**src/rtl/ccs_pkg.sv**
```systemverilog
// Constants and carrier types for the clock synth configuration select block.
// Assumes a single 40 MHz clock domain and a byte-wide configuration space.
package ccs_pkg;

    localparam int          CCS_DATA_W        = 8;
    localparam int          CCS_OFFS_W        = 7;
    localparam int          CCS_MEM_DEPTH     = 64;
    localparam int          CCS_NUM_PLL       = 3;
    localparam int          CCS_NUM_SET       = 8;
    localparam int          CCS_SPREAD_W      = 3;
    localparam int          CCS_IDX_W         = 3;

    // Register block bases and last offset
    localparam logic [6:0]  CCS_GENERIC_BASE  = 7'h00;
    localparam logic [6:0]  CCS_PLL1_BASE     = 7'h10;
    localparam logic [6:0]  CCS_PLL2_BASE     = 7'h20;
    localparam logic [6:0]  CCS_PLL3_BASE     = 7'h30;
    localparam logic [6:0]  CCS_LAST_OFFS     = 7'h3F;

    // Byte offsets and bit positions inside blocks
    localparam logic [6:0]  CCS_ID_OFFS       = 7'h00;
    localparam logic [6:0]  CCS_MODE_OFFS     = 7'h02;
    localparam logic [6:0]  CCS_PRIMARY_OFFS  = 7'h04;
    localparam logic [3:0]  CCS_SPREAD0_SUB   = 4'h0;
    localparam logic [3:0]  CCS_SPREAD1_SUB   = 4'h1;
    localparam logic [3:0]  CCS_SPREAD2_SUB   = 4'h2;
    localparam logic [3:0]  CCS_FREQ_SUB      = 4'h3;
    localparam logic [3:0]  CCS_PAIR_SUB      = 4'h5;
    localparam int          CCS_MODE_BIT      = 6;
    localparam int          CCS_CMD_BYTE_BIT  = 7;

    // Reset values and full bit count
    localparam logic [7:0]  CCS_BYTE_RST      = 8'h00;
    localparam logic        CCS_MODE_RST      = 1'b0;
    localparam logic [3:0]  CCS_BITCNT_FULL   = 4'h8;

    typedef struct packed {
        logic                     freq;
        logic [CCS_SPREAD_W-1:0]  spread;
        logic                     pair;
    } ccs_pll_sel_t;

    typedef struct packed {
        logic                             primary;
        ccs_pll_sel_t [CCS_NUM_PLL-1:0]   pll;
    } ccs_setting_t;

    typedef enum logic [3:0] {
        CCS_IDLE,
        CCS_ADDR,
        CCS_ACK_ADDR,
        CCS_CMD,
        CCS_ACK_CMD,
        CCS_WDATA,
        CCS_ACK_WDATA,
        CCS_RDATA,
        CCS_RACK
    } ccs_state_t;

endpackage

```
**src/rtl/ccs_top.sv**
```systemverilog
// Configuration register bank with serial slave and control pin setting select.
// Assumes pins are asynchronous to ref_clk_in and serial clock far below 40 MHz.
`timescale 1ns/1ps
`default_nettype none
// Behaviour
// - Every configuration byte except 00h is writable through the two-wire serial slave.
// - Generic bytes at 00h; PLL blocks at 10h, 20h, 30h.
// - Eight independently programmable control settings are held.
// - Setting index is {msb pin, mid pin, lsb pin}.
// - A setting holds primary state and per PLL frequency, spread, pair state.
// - Primary at 04h; PLL frequency x3h, spread x0h-x2h, pair x5h.
// - In serial mode mid and msb pins count as zero in the index.
// - Byte 02 bit 6 picks serial lines or control pins.
// - Each written byte takes effect as soon as it completes.
module ccs_top #(
    parameter logic [4:0] DEV_ADDR_HI = 5'h1B,
    parameter logic [7:0] ID_BYTE     = 8'h5A  // Arbitrary identity value
) (
    input  wire logic                 ref_clk_in,
    input  wire logic                 rst_n_in,
    input  wire logic                 select_pin_lsb_in,
    input  wire logic                 select_pin_mid_in,
    input  wire logic                 select_pin_msb_in,
    output logic                      select_pin_mid_out,
    output logic                      select_pin_mid_oe_out,
    output logic                      serial_mode_out,
    output ccs_pkg::ccs_setting_t     setting_out
);
    localparam int NP = ccs_pkg::CCS_NUM_PLL;

    // Pin synchronisers, three stages each
    logic [2:0] sync0_r;
    logic [2:0] sync1_r;
    logic [2:0] sync2_r;
    logic       pin0_f_r;
    logic       sda_f_r;
    logic       scl_f_r;
    logic       sda_d_r;
    logic       scl_d_r;

    always_ff @(posedge ref_clk_in) begin
        if (!rst_n_in) begin
            sync0_r <= 3'h0;
            sync1_r <= 3'h7;
            sync2_r <= 3'h7;
        end else begin
            sync0_r <= {sync0_r[1:0], select_pin_lsb_in};
            sync1_r <= {sync1_r[1:0], select_pin_mid_in};
            sync2_r <= {sync2_r[1:0], select_pin_msb_in};
        end
    end

    // Accept a level only when stages two and three agree
    always_ff @(posedge ref_clk_in) begin
        if (!rst_n_in) begin
            pin0_f_r <= 1'b0;
            sda_f_r  <= 1'b1;
            scl_f_r  <= 1'b1;
            sda_d_r  <= 1'b1;
            scl_d_r  <= 1'b1;
        end else begin
            if (sync0_r[1] == sync0_r[2]) pin0_f_r <= sync0_r[2];
            if (sync1_r[1] == sync1_r[2]) sda_f_r  <= sync1_r[2];
            if (sync2_r[1] == sync2_r[2]) scl_f_r  <= sync2_r[2];
            sda_d_r <= sda_f_r;
            scl_d_r <= scl_f_r;
        end
    end

    // Mode bit and control terminal shadow copies
    logic                                       ctrl_mode_r;
    logic [7:0]                                 primary_r;
    logic [NP-1:0][7:0]                         freq_r;
    logic [NP-1:0][7:0]                         pair_r;
    logic [NP-1:0][ccs_pkg::CCS_SPREAD_W*8-1:0] spread_r;

    logic       wr_stb;
    logic [6:0] offs_r;
    logic [7:0] shift_r;

    assign serial_mode_out = !ctrl_mode_r;

    // Serial write path is closed while pins act as control inputs
    logic serial_en;
    assign serial_en = !ctrl_mode_r;

    always_ff @(posedge ref_clk_in) begin
        if (!rst_n_in) begin
            ctrl_mode_r <= ccs_pkg::CCS_MODE_RST;
            primary_r   <= ccs_pkg::CCS_BYTE_RST;
        end else if (wr_stb) begin
            if (offs_r == ccs_pkg::CCS_MODE_OFFS) begin
                ctrl_mode_r <= shift_r[ccs_pkg::CCS_MODE_BIT];
            end else if (offs_r == ccs_pkg::CCS_PRIMARY_OFFS) begin
                primary_r <= shift_r;
            end
        end
    end

    logic [ccs_pkg::CCS_IDX_W-1:0] idx;
    // Dual pins read as zero while they carry serial traffic
    assign idx = ctrl_mode_r ? {scl_f_r, sda_f_r, pin0_f_r} : {2'b00, pin0_f_r};

    logic [6:0] pll_base [NP];
    assign pll_base[0] = ccs_pkg::CCS_PLL1_BASE;
    assign pll_base[1] = ccs_pkg::CCS_PLL2_BASE;
    assign pll_base[2] = ccs_pkg::CCS_PLL3_BASE;

    ccs_pkg::ccs_setting_t setting_nxt;
    assign setting_nxt.primary = primary_r[idx];

    genvar gp;
    generate
        for (gp = 0; gp < NP; gp++) begin : g_pll
            always_ff @(posedge ref_clk_in) begin
                if (!rst_n_in) begin
                    freq_r[gp]   <= ccs_pkg::CCS_BYTE_RST;
                    pair_r[gp]   <= ccs_pkg::CCS_BYTE_RST;
                    spread_r[gp] <= '0;
                end else if (wr_stb && offs_r[6:4] == pll_base[gp][6:4]) begin
                    if (offs_r[3:0] == ccs_pkg::CCS_FREQ_SUB) begin
                        freq_r[gp] <= shift_r;
                    end else if (offs_r[3:0] == ccs_pkg::CCS_PAIR_SUB) begin
                        pair_r[gp] <= shift_r;
                    end else if (offs_r[3:0] == ccs_pkg::CCS_SPREAD0_SUB) begin
                        spread_r[gp][7:0] <= shift_r;
                    end else if (offs_r[3:0] == ccs_pkg::CCS_SPREAD1_SUB) begin
                        spread_r[gp][15:8] <= shift_r;
                    end else if (offs_r[3:0] == ccs_pkg::CCS_SPREAD2_SUB) begin
                        spread_r[gp][23:16] <= shift_r;
                    end
                end
            end
            assign setting_nxt.pll[gp].freq   = freq_r[gp][idx];
            assign setting_nxt.pll[gp].pair   = pair_r[gp][idx];
            assign setting_nxt.pll[gp].spread = spread_r[gp][idx*ccs_pkg::CCS_SPREAD_W +: ccs_pkg::CCS_SPREAD_W];
        end
    endgenerate

    // Whole setting follows the index every cycle
    always_ff @(posedge ref_clk_in) begin
        if (!rst_n_in) begin
            setting_out <= '0;
        end else begin
            setting_out <= setting_nxt;
        end
    end

    // Serial slave
    ccs_pkg::ccs_state_t state_r;
    logic [3:0]          bitcnt_r;
    logic                rw_r;
    logic                drive_low_r;
    logic                mack_r;
    logic [7:0]          tx_r;
    logic [7:0]          mem_rd;
    logic [7:0]          rd_byte;

    logic start_ev;
    logic stop_ev;
    logic scl_rise;
    logic scl_fall;
    assign start_ev = serial_en && scl_f_r && sda_d_r && !sda_f_r;
    assign stop_ev  = serial_en && scl_f_r && !sda_d_r && sda_f_r;
    assign scl_rise = serial_en && scl_f_r && !scl_d_r;
    assign scl_fall = serial_en && !scl_f_r && scl_d_r;

    logic addr_hit;
    assign addr_hit = (shift_r[7:1] == {DEV_ADDR_HI, 2'b00});

    // Byte 00h is read-only; nothing lives above 3Fh
    assign wr_stb = (state_r == ccs_pkg::CCS_WDATA) && scl_fall && (bitcnt_r == ccs_pkg::CCS_BITCNT_FULL)
                    && (offs_r != ccs_pkg::CCS_ID_OFFS) && (offs_r <= ccs_pkg::CCS_LAST_OFFS);

    always_comb begin
        if (offs_r == ccs_pkg::CCS_ID_OFFS) begin
            rd_byte = ID_BYTE;
        end else if (offs_r > ccs_pkg::CCS_LAST_OFFS) begin
            rd_byte = 8'h00;
        end else begin
            rd_byte = mem_rd;
        end
    end

    ccs_mem #(
        .WIDTH (ccs_pkg::CCS_DATA_W),
        .DEPTH (ccs_pkg::CCS_MEM_DEPTH),
        .AW    (6)
    ) u_mem (
        .ref_clk_in  (ref_clk_in),
        .wr_en_in    (wr_stb),
        .wr_addr_in  (offs_r[5:0]),
        .wr_data_in  (shift_r),
        .rd_addr_in  (offs_r[5:0]),
        .rd_data_out (mem_rd)
    );

    always_ff @(posedge ref_clk_in) begin
        if (!rst_n_in) begin
            state_r     <= ccs_pkg::CCS_IDLE;
            bitcnt_r    <= 4'h0;
            rw_r        <= 1'b0;
            drive_low_r <= 1'b0;
            mack_r      <= 1'b0;
            shift_r     <= 8'h00;
            tx_r        <= 8'h00;
            offs_r      <= 7'h00;
        end else if (!serial_en || stop_ev) begin
            state_r     <= ccs_pkg::CCS_IDLE;
            drive_low_r <= 1'b0;
        end else if (start_ev) begin
            state_r     <= ccs_pkg::CCS_ADDR;
            bitcnt_r    <= 4'h0;
            drive_low_r <= 1'b0;
        end else if (scl_rise) begin
            shift_r  <= {shift_r[6:0], sda_f_r};
            bitcnt_r <= bitcnt_r + 4'h1;
            mack_r   <= !sda_f_r;
        end else if (scl_fall) begin
            case (state_r)
                ccs_pkg::CCS_ADDR: begin
                    if (bitcnt_r == ccs_pkg::CCS_BITCNT_FULL) begin
                        if (addr_hit) begin
                            rw_r        <= shift_r[0];
                            drive_low_r <= 1'b1;
                            state_r     <= ccs_pkg::CCS_ACK_ADDR;
                        end else begin
                            state_r <= ccs_pkg::CCS_IDLE;
                        end
                    end
                end
                ccs_pkg::CCS_ACK_ADDR: begin
                    bitcnt_r <= 4'h0;
                    if (rw_r) begin
                        tx_r        <= {rd_byte[6:0], 1'b0};
                        drive_low_r <= !rd_byte[7];
                        offs_r      <= offs_r + 7'h01;
                        state_r     <= ccs_pkg::CCS_RDATA;
                    end else begin
                        drive_low_r <= 1'b0;
                        state_r     <= ccs_pkg::CCS_CMD;
                    end
                end
                ccs_pkg::CCS_CMD: begin
                    if (bitcnt_r == ccs_pkg::CCS_BITCNT_FULL) begin
                        // Byte versus block only matters for stop placement here
                        offs_r      <= shift_r[6:0];
                        drive_low_r <= 1'b1;
                        state_r     <= ccs_pkg::CCS_ACK_CMD;
                    end
                end
                ccs_pkg::CCS_ACK_CMD, ccs_pkg::CCS_ACK_WDATA: begin
                    bitcnt_r    <= 4'h0;
                    drive_low_r <= 1'b0;
                    state_r     <= ccs_pkg::CCS_WDATA;
                end
                ccs_pkg::CCS_WDATA: begin
                    if (bitcnt_r == ccs_pkg::CCS_BITCNT_FULL) begin
                        offs_r      <= offs_r + 7'h01;
                        drive_low_r <= 1'b1;
                        state_r     <= ccs_pkg::CCS_ACK_WDATA;
                    end
                end
                ccs_pkg::CCS_RDATA: begin
                    if (bitcnt_r == ccs_pkg::CCS_BITCNT_FULL) begin
                        drive_low_r <= 1'b0;
                        state_r     <= ccs_pkg::CCS_RACK;
                    end else begin
                        drive_low_r <= !tx_r[7];
                        tx_r        <= {tx_r[6:0], 1'b0};
                    end
                end
                ccs_pkg::CCS_RACK: begin
                    bitcnt_r <= 4'h0;
                    if (mack_r) begin
                        tx_r        <= {rd_byte[6:0], 1'b0};
                        drive_low_r <= !rd_byte[7];
                        offs_r      <= offs_r + 7'h01;
                        state_r     <= ccs_pkg::CCS_RDATA;
                    end else begin
                        state_r <= ccs_pkg::CCS_IDLE;
                    end
                end
                default: begin
                    state_r <= ccs_pkg::CCS_IDLE;
                end
            endcase
        end
    end

    // Open-drain: only ever pulls low
    assign select_pin_mid_out    = 1'b0;
    assign select_pin_mid_oe_out = drive_low_r;

endmodule
`default_nettype wire

```
**src/rtl/ccs_mem.sv**
```systemverilog
// Byte store mirroring the configuration space for serial readback.
// Assumes one write and one read port on the same clock; contents undefined until written.
`timescale 1ns/1ps
`default_nettype none
module ccs_mem #(
    parameter int WIDTH = 8,
    parameter int DEPTH = 64,
    parameter int AW    = 6
) (
    input  wire logic             ref_clk_in,
    input  wire logic             wr_en_in,
    input  wire logic [AW-1:0]    wr_addr_in,
    input  wire logic [WIDTH-1:0] wr_data_in,
    input  wire logic [AW-1:0]    rd_addr_in,
    output logic      [WIDTH-1:0] rd_data_out
);
    logic [WIDTH-1:0] mem_r [DEPTH];

    always_ff @(posedge ref_clk_in) begin
        if (wr_en_in) begin
            mem_r[wr_addr_in] <= wr_data_in;
        end
    end

    always_ff @(posedge ref_clk_in) begin
        rd_data_out <= mem_r[rd_addr_in];
    end
endmodule
`default_nettype wire

```
**config.mk**
```make
export PLATFORM = sky130hd
export DESIGN_NAME = ccs_top
export DESIGN_NICKNAME = d
export VERILOG_FILES = /design/src/rtl/ccs_pkg.sv /design/src/rtl/ccs_top.sv /design/src/rtl/ccs_mem.sv
export SDC_FILE = /design/constraint.sdc
export NUM_CORES = 1
export LEC_CHECK = 0
export ABC_AREA = 0
export BUFFER_PORTS_ARGS = -buffer_cell sky130_fd_sc_hd__buf_2
export CAP_MARGIN = 20
export CORE_MARGIN = 8
export CORE_UTILIZATION = 50
export CTS_BUF_LIST = sky130_fd_sc_hd__clkbuf_4 sky130_fd_sc_hd__clkbuf_8 sky130_fd_sc_hd__clkbuf_16
export CTS_CLUSTER_DIAMETER = 60
export DETAILED_ROUTE_END_ITERATION = 16
export PLACE_DENSITY = 0.65
export SYNTH_ARGS = -nofsm -noshare
export SYNTH_HDL_FRONTEND = slang
export SYNTH_SLANG_ARGS = --single-unit
```
**constraint.sdc**
```tcl
create_clock -name ref_clk_in -period 3.6 [get_ports ref_clk_in]
set_input_delay 0.72 -clock ref_clk_in [delete_from_list [all_inputs] [get_ports ref_clk_in]]
set_output_delay 0.72 -clock ref_clk_in [all_outputs]
set_load 0.01 [all_outputs]
```
==> flow_summary_export.csv <==
group,metric,value,unit
outcome,status,"completed",
critical_path,worst_ep_arrival_time,3.63,ns
critical_path,r2r_slack,0.45,ns
routing,first_iter_violations,2160,
critical_path,cp_data_required_time,4.07,ns
clocking,cts-htree-levels,3,
global_routing,grt_first_pass_wirelength,115000,um
timing,finalClockSkew,0.0274,ns
global_routing,globalRouteMet3Util,0.0565,
floorplan,die_w,253,um
place,routabilityCongestion,0.942,
finish,fin_nets,2107,
critical_path,critical_path.slowest_cell,"sky130_fd_sc_hd__and3_1",
global_routing,groute.usage.overall,0.239,
synth,share_of_synthesized_flip_flops_with_an_asynchronous_set_or_reset,0,
run,max-cap-violations,0,
global_routing,grt_use_met1,0.326,
timing,tightestPinTransition,1.12,ns
finish,postLayoutCellArea,32100,um^2
global_routing,grt_pass1_vias,17605,
routing,detailed_route_via_count,18296,
synth,synth_enable_flop_cells,512,
floorplan,row_count,87,
global_routing,grt_start_max_net_pins,75,
clocking,cts_tree,"yes",
floorplan,floorplan.die.height,253,um
clocking,clk_root_buffer_cell,"sky130_fd_sc_hd__clkbuf_16",
power_and_ir_drop,irDropWorstVdd,0.471,mV
place,dp_hpwl,48300,um
floorplan,start_util,0.502,
clocking,cts.hold.buffers_added,0,
synth,synth.lib_cells_used.distinct,70,
global_routing,busiest_layer,"met2",
synth,ys_seq_area_frac,0.690,
global_routing,initial_antenna_violation_count,1,
place,placedCellCount,2776,
floorplan,placeableCoreArea,56000,um^2
clocking,cts.reportedPaths.clkPinSlew,0.06,ns
routing,first_pass_iters,6,
routing,routed_wire_length_per_instance,26.5,um
routing,drt_wl_total,77100,um
synth,postSynth.topFlopCell,"sky130_fd_sc_hd__edfxtp_1",
timing,grt_setup_unrepaired,"false",
clocking,clock_tree.buffer_depth,3,
power_and_ir_drop,static_leakage_power,0.0105,uW
timing,final_min_period_over_clock_period,0.876,
routing,via_per_inst,6.28,
floorplan,die_area,64000,um^2
critical_path,critPathMaxFanout,16,
clocking,numCtsBuffers,74,
routing,drtAntennaViolNets,0,
timing,final_period_minus_worst_setup_slack,3.15,ns
critical_path,endpoint_kind,"flip-flop",
routing,drc_errors,0,
power_and_ir_drop,powerDensity,514,nW/um^2
critical_path,crit_path_cell_trace,"or3b_1 > nor3_2 > and3_1 > buf_4 > nand4_1 > nand3_1 > o21ai_0",
timing,max_slew_margin,0.250,
min_path,min-delay-path-class,"in -> reg",
timing,setup_viol,0,
clocking,clkLatencyLatePin,0.63,ns
synth,cell_area_after_synthesis,28100,um^2
finish,drive_above_1_share,0.192,
finish,antenna_cells_inserted,0,
global_routing,globalRouteOverflowTotal,0,
clocking,cts.repair.resized,0,
synth,yosys_warnings,0,
synth,syn_nets,2012,
timing,slew_viol_final,0,
critical_path,worstSetupStartpointType,"flip-flop",
critical_path,worst-setup-path-type,"reg -> reg",
floorplan,ioPinCount,24,
timing,clock.fmax,317,MHz
timing,setup-tns-final,0,ns
critical_path,critical-path-max-stage-delay,0.60,ns
global_routing,global_route.usage.met2,0.370,
clocking,cts_sinks,712,
synth,synth_seq_cells,712,
place,port-buffer-count,22,
clocking,postCtsSetupBuffers,0,
synth,synthCells,2001,
finish,final_cells,2912,
synth,syn_area_per_cell,14.0,um^2
timing,timing_hold_violations_final,0,
finish,layout-area-overhead-vs-synth,14.4,%
place,postPlaceCellArea,29600,um^2
==> through the flow <==
step / total power [uW] / worst slack [ns] / hold slack [ns] / util
detailed placement: 8920 / 0.477 / 0.405 / 0.530
floorplan: 8900 / 0.730 / 0.386 / -
global route: 16900 / 0.228 / 0.259 / 0.574
global placement: 8920 / 0.522 / 0.399 / 0.530
finish: 16500 / 0.446 / 0.284 / 0.574
CTS: 16600 / 0.495 / 0.258 / 0.574
==> power breakdown <==
| part | internal [uW] | switching (uW) |
|---|---|---|
| clock network | 4560 | 3210 |
| registers | 8670 | 4.39 |
| logic | 16.4 | 53.1 |
==> per-layer routing <==
metal | vias up | wire, um
met3 | 192 | 7670
met5 | - | 13
met4 | 2 | 2730
li1 | 7933 | -
met1 | 9138 | 31300
met2 | 1031 | 35400
==> cell usage in the layout (no fill, tap or decap), types with 7 or more instances in the layout <==
master                      count
sky130_fd_sc_hd__edfxtp_1     512
sky130_fd_sc_hd__dfxtp_1      188
sky130_fd_sc_hd__o21ai_0      166
sky130_fd_sc_hd__nand3_1      142
sky130_fd_sc_hd__buf_4        136
sky130_fd_sc_hd__nor2_1       133
sky130_fd_sc_hd__nand2_1      124
sky130_fd_sc_hd__a21oi_1       81
sky130_fd_sc_hd__mux2i_1       80
sky130_fd_sc_hd__clkbuf_16     77
sky130_fd_sc_hd__mux4_2        73
sky130_fd_sc_hd__a221oi_1      48
sky130_fd_sc_hd__a22oi_1       40
sky130_fd_sc_hd__mux2_2        33
sky130_fd_sc_hd__o22ai_1       31
sky130_fd_sc_hd__buf_2         22
sky130_fd_sc_hd__nand2b_1      18
sky130_fd_sc_hd__clkinv_2      18
sky130_fd_sc_hd__inv_1         12
sky130_fd_sc_hd__nor2b_1       11
sky130_fd_sc_hd__a211oi_1      10
sky130_fd_sc_hd__clkinv_1      10
sky130_fd_sc_hd__and2_1         9
sky130_fd_sc_hd__nor3_1         9
sky130_fd_sc_hd__nand4_1        9
sky130_fd_sc_hd__clkbuf_4       9
sky130_fd_sc_hd__dfxtp_2        9
sky130_fd_sc_hd__a31oi_1        8
sky130_fd_sc_hd__a221o_1        7
==> path summary, 6_finish.rpt <==
check / from / to / cells after the start
hold reg to reg: sync1_r[0] / sync1_r[1] / 1
setup reg to reg: scl_f_r / spread_r[55] / 7
hold / removal: select_pin_mid_in / sync1_r[0] / 2
setup / recovery: scl_f_r / spread_r[55] / 7
==> synth_stat cells, drive strengths merged, types with 3 or more instances <==
| cell type | instances | area, um^2 |
|---|---|---|
| mux2i | 80 | 801 |
| a22o | 4 | 35.0 |
| a21o | 3 | 22.5 |
| inv | 13 | 48.8 |
| o22a | 4 | 35.0 |
| nor4b | 3 | 26.3 |
| a31oi | 8 | 50.1 |
| buf | 59 | 300 |
| o211ai | 4 | 30.0 |
| or4 | 4 | 30.0 |
| or2 | 4 | 25.0 |
| a211oi | 10 | 75.1 |
| nor3 | 10 | 55.1 |
| nor2b | 11 | 68.8 |
| o32ai | 3 | 26.3 |
| a221oi | 48 | 420 |
| and3 | 5 | 31.3 |
| nand3b | 3 | 22.5 |
| or3 | 4 | 25.0 |
| ha | 6 | 75.1 |
| o22ai | 31 | 194 |
| clkbuf | 83 | 312 |
| xor2 | 3 | 26.3 |
| nand4 | 9 | 56.3 |
| nand2 | 124 | 465 |
| o31ai | 5 | 37.5 |
| a21oi | 81 | 405 |
| dfxtp | 200 | 4000 |
| nor2 | 134 | 503 |
| nor4 | 3 | 33.8 |
| a2bb2oi | 4 | 35.0 |
| and2 | 9 | 56.3 |
| nand3 | 143 | 728 |
| mux2 | 33 | 372 |
| edfxtp | 512 | 15400 |
| a222oi | 3 | 30.0 |
| nor3b | 5 | 37.5 |
| a22oi | 40 | 300 |
| a221o | 7 | 70.1 |
| o221ai | 4 | 35.0 |
| o21ai | 166 | 831 |
| mux4 | 73 | 1640 |
| nand2b | 18 | 113 |
==> layout make-up <==
| cell class | instances | area [um^2] |
|---|---|---|
| inverter | 13 | 48.8 |
| clock inverter | 44 | 420 |
| fill | 4433 | 23800 |
| multi-input combinational | 1134 | 8050 |
| clock buffer | 92 | 2080 |
| timing repair buffer | 161 | 1190 |
| sequential | 712 | 19400 |
| tap | 756 | 946 |
==> worst max-delay path: cells and delay by family, from the launching register on <==
kind,cells,cell delay (ns)
AO/OA/AOI/OAI,1,0.13
buffers and inverters,1,0.34
flip-flops,1,0.38
AND/OR/NAND/NOR,5,2.17
==> state kept, by name, indices dropped and copies added, names as in the netlist, 8 cells and up <==
signal	cells
freq_r	24
pair_r	24
primary_r	8
setting_out	16
shift_r	8
spread_r	72
u_mem.mem_r	512
u_mem.rd_data_out	8
==> logic make-up after synthesis <==
family | count (synthesis) | share of synthesized area
adder cells (fa/ha/maj) | 7 | 0.00303
XOR/XNOR | 3 | 0.000936
AND/OR/NAND/NOR | 495 | 0.0830
AO/OA/AOI/OAI | 442 | 0.0991
buffers and inverters | 155 | 0.0235
other | 1 | 0.000134
multiplexers | 186 | 0.100
flip-flops | 712 | 0.690
(Power assumes the default switching activity.)
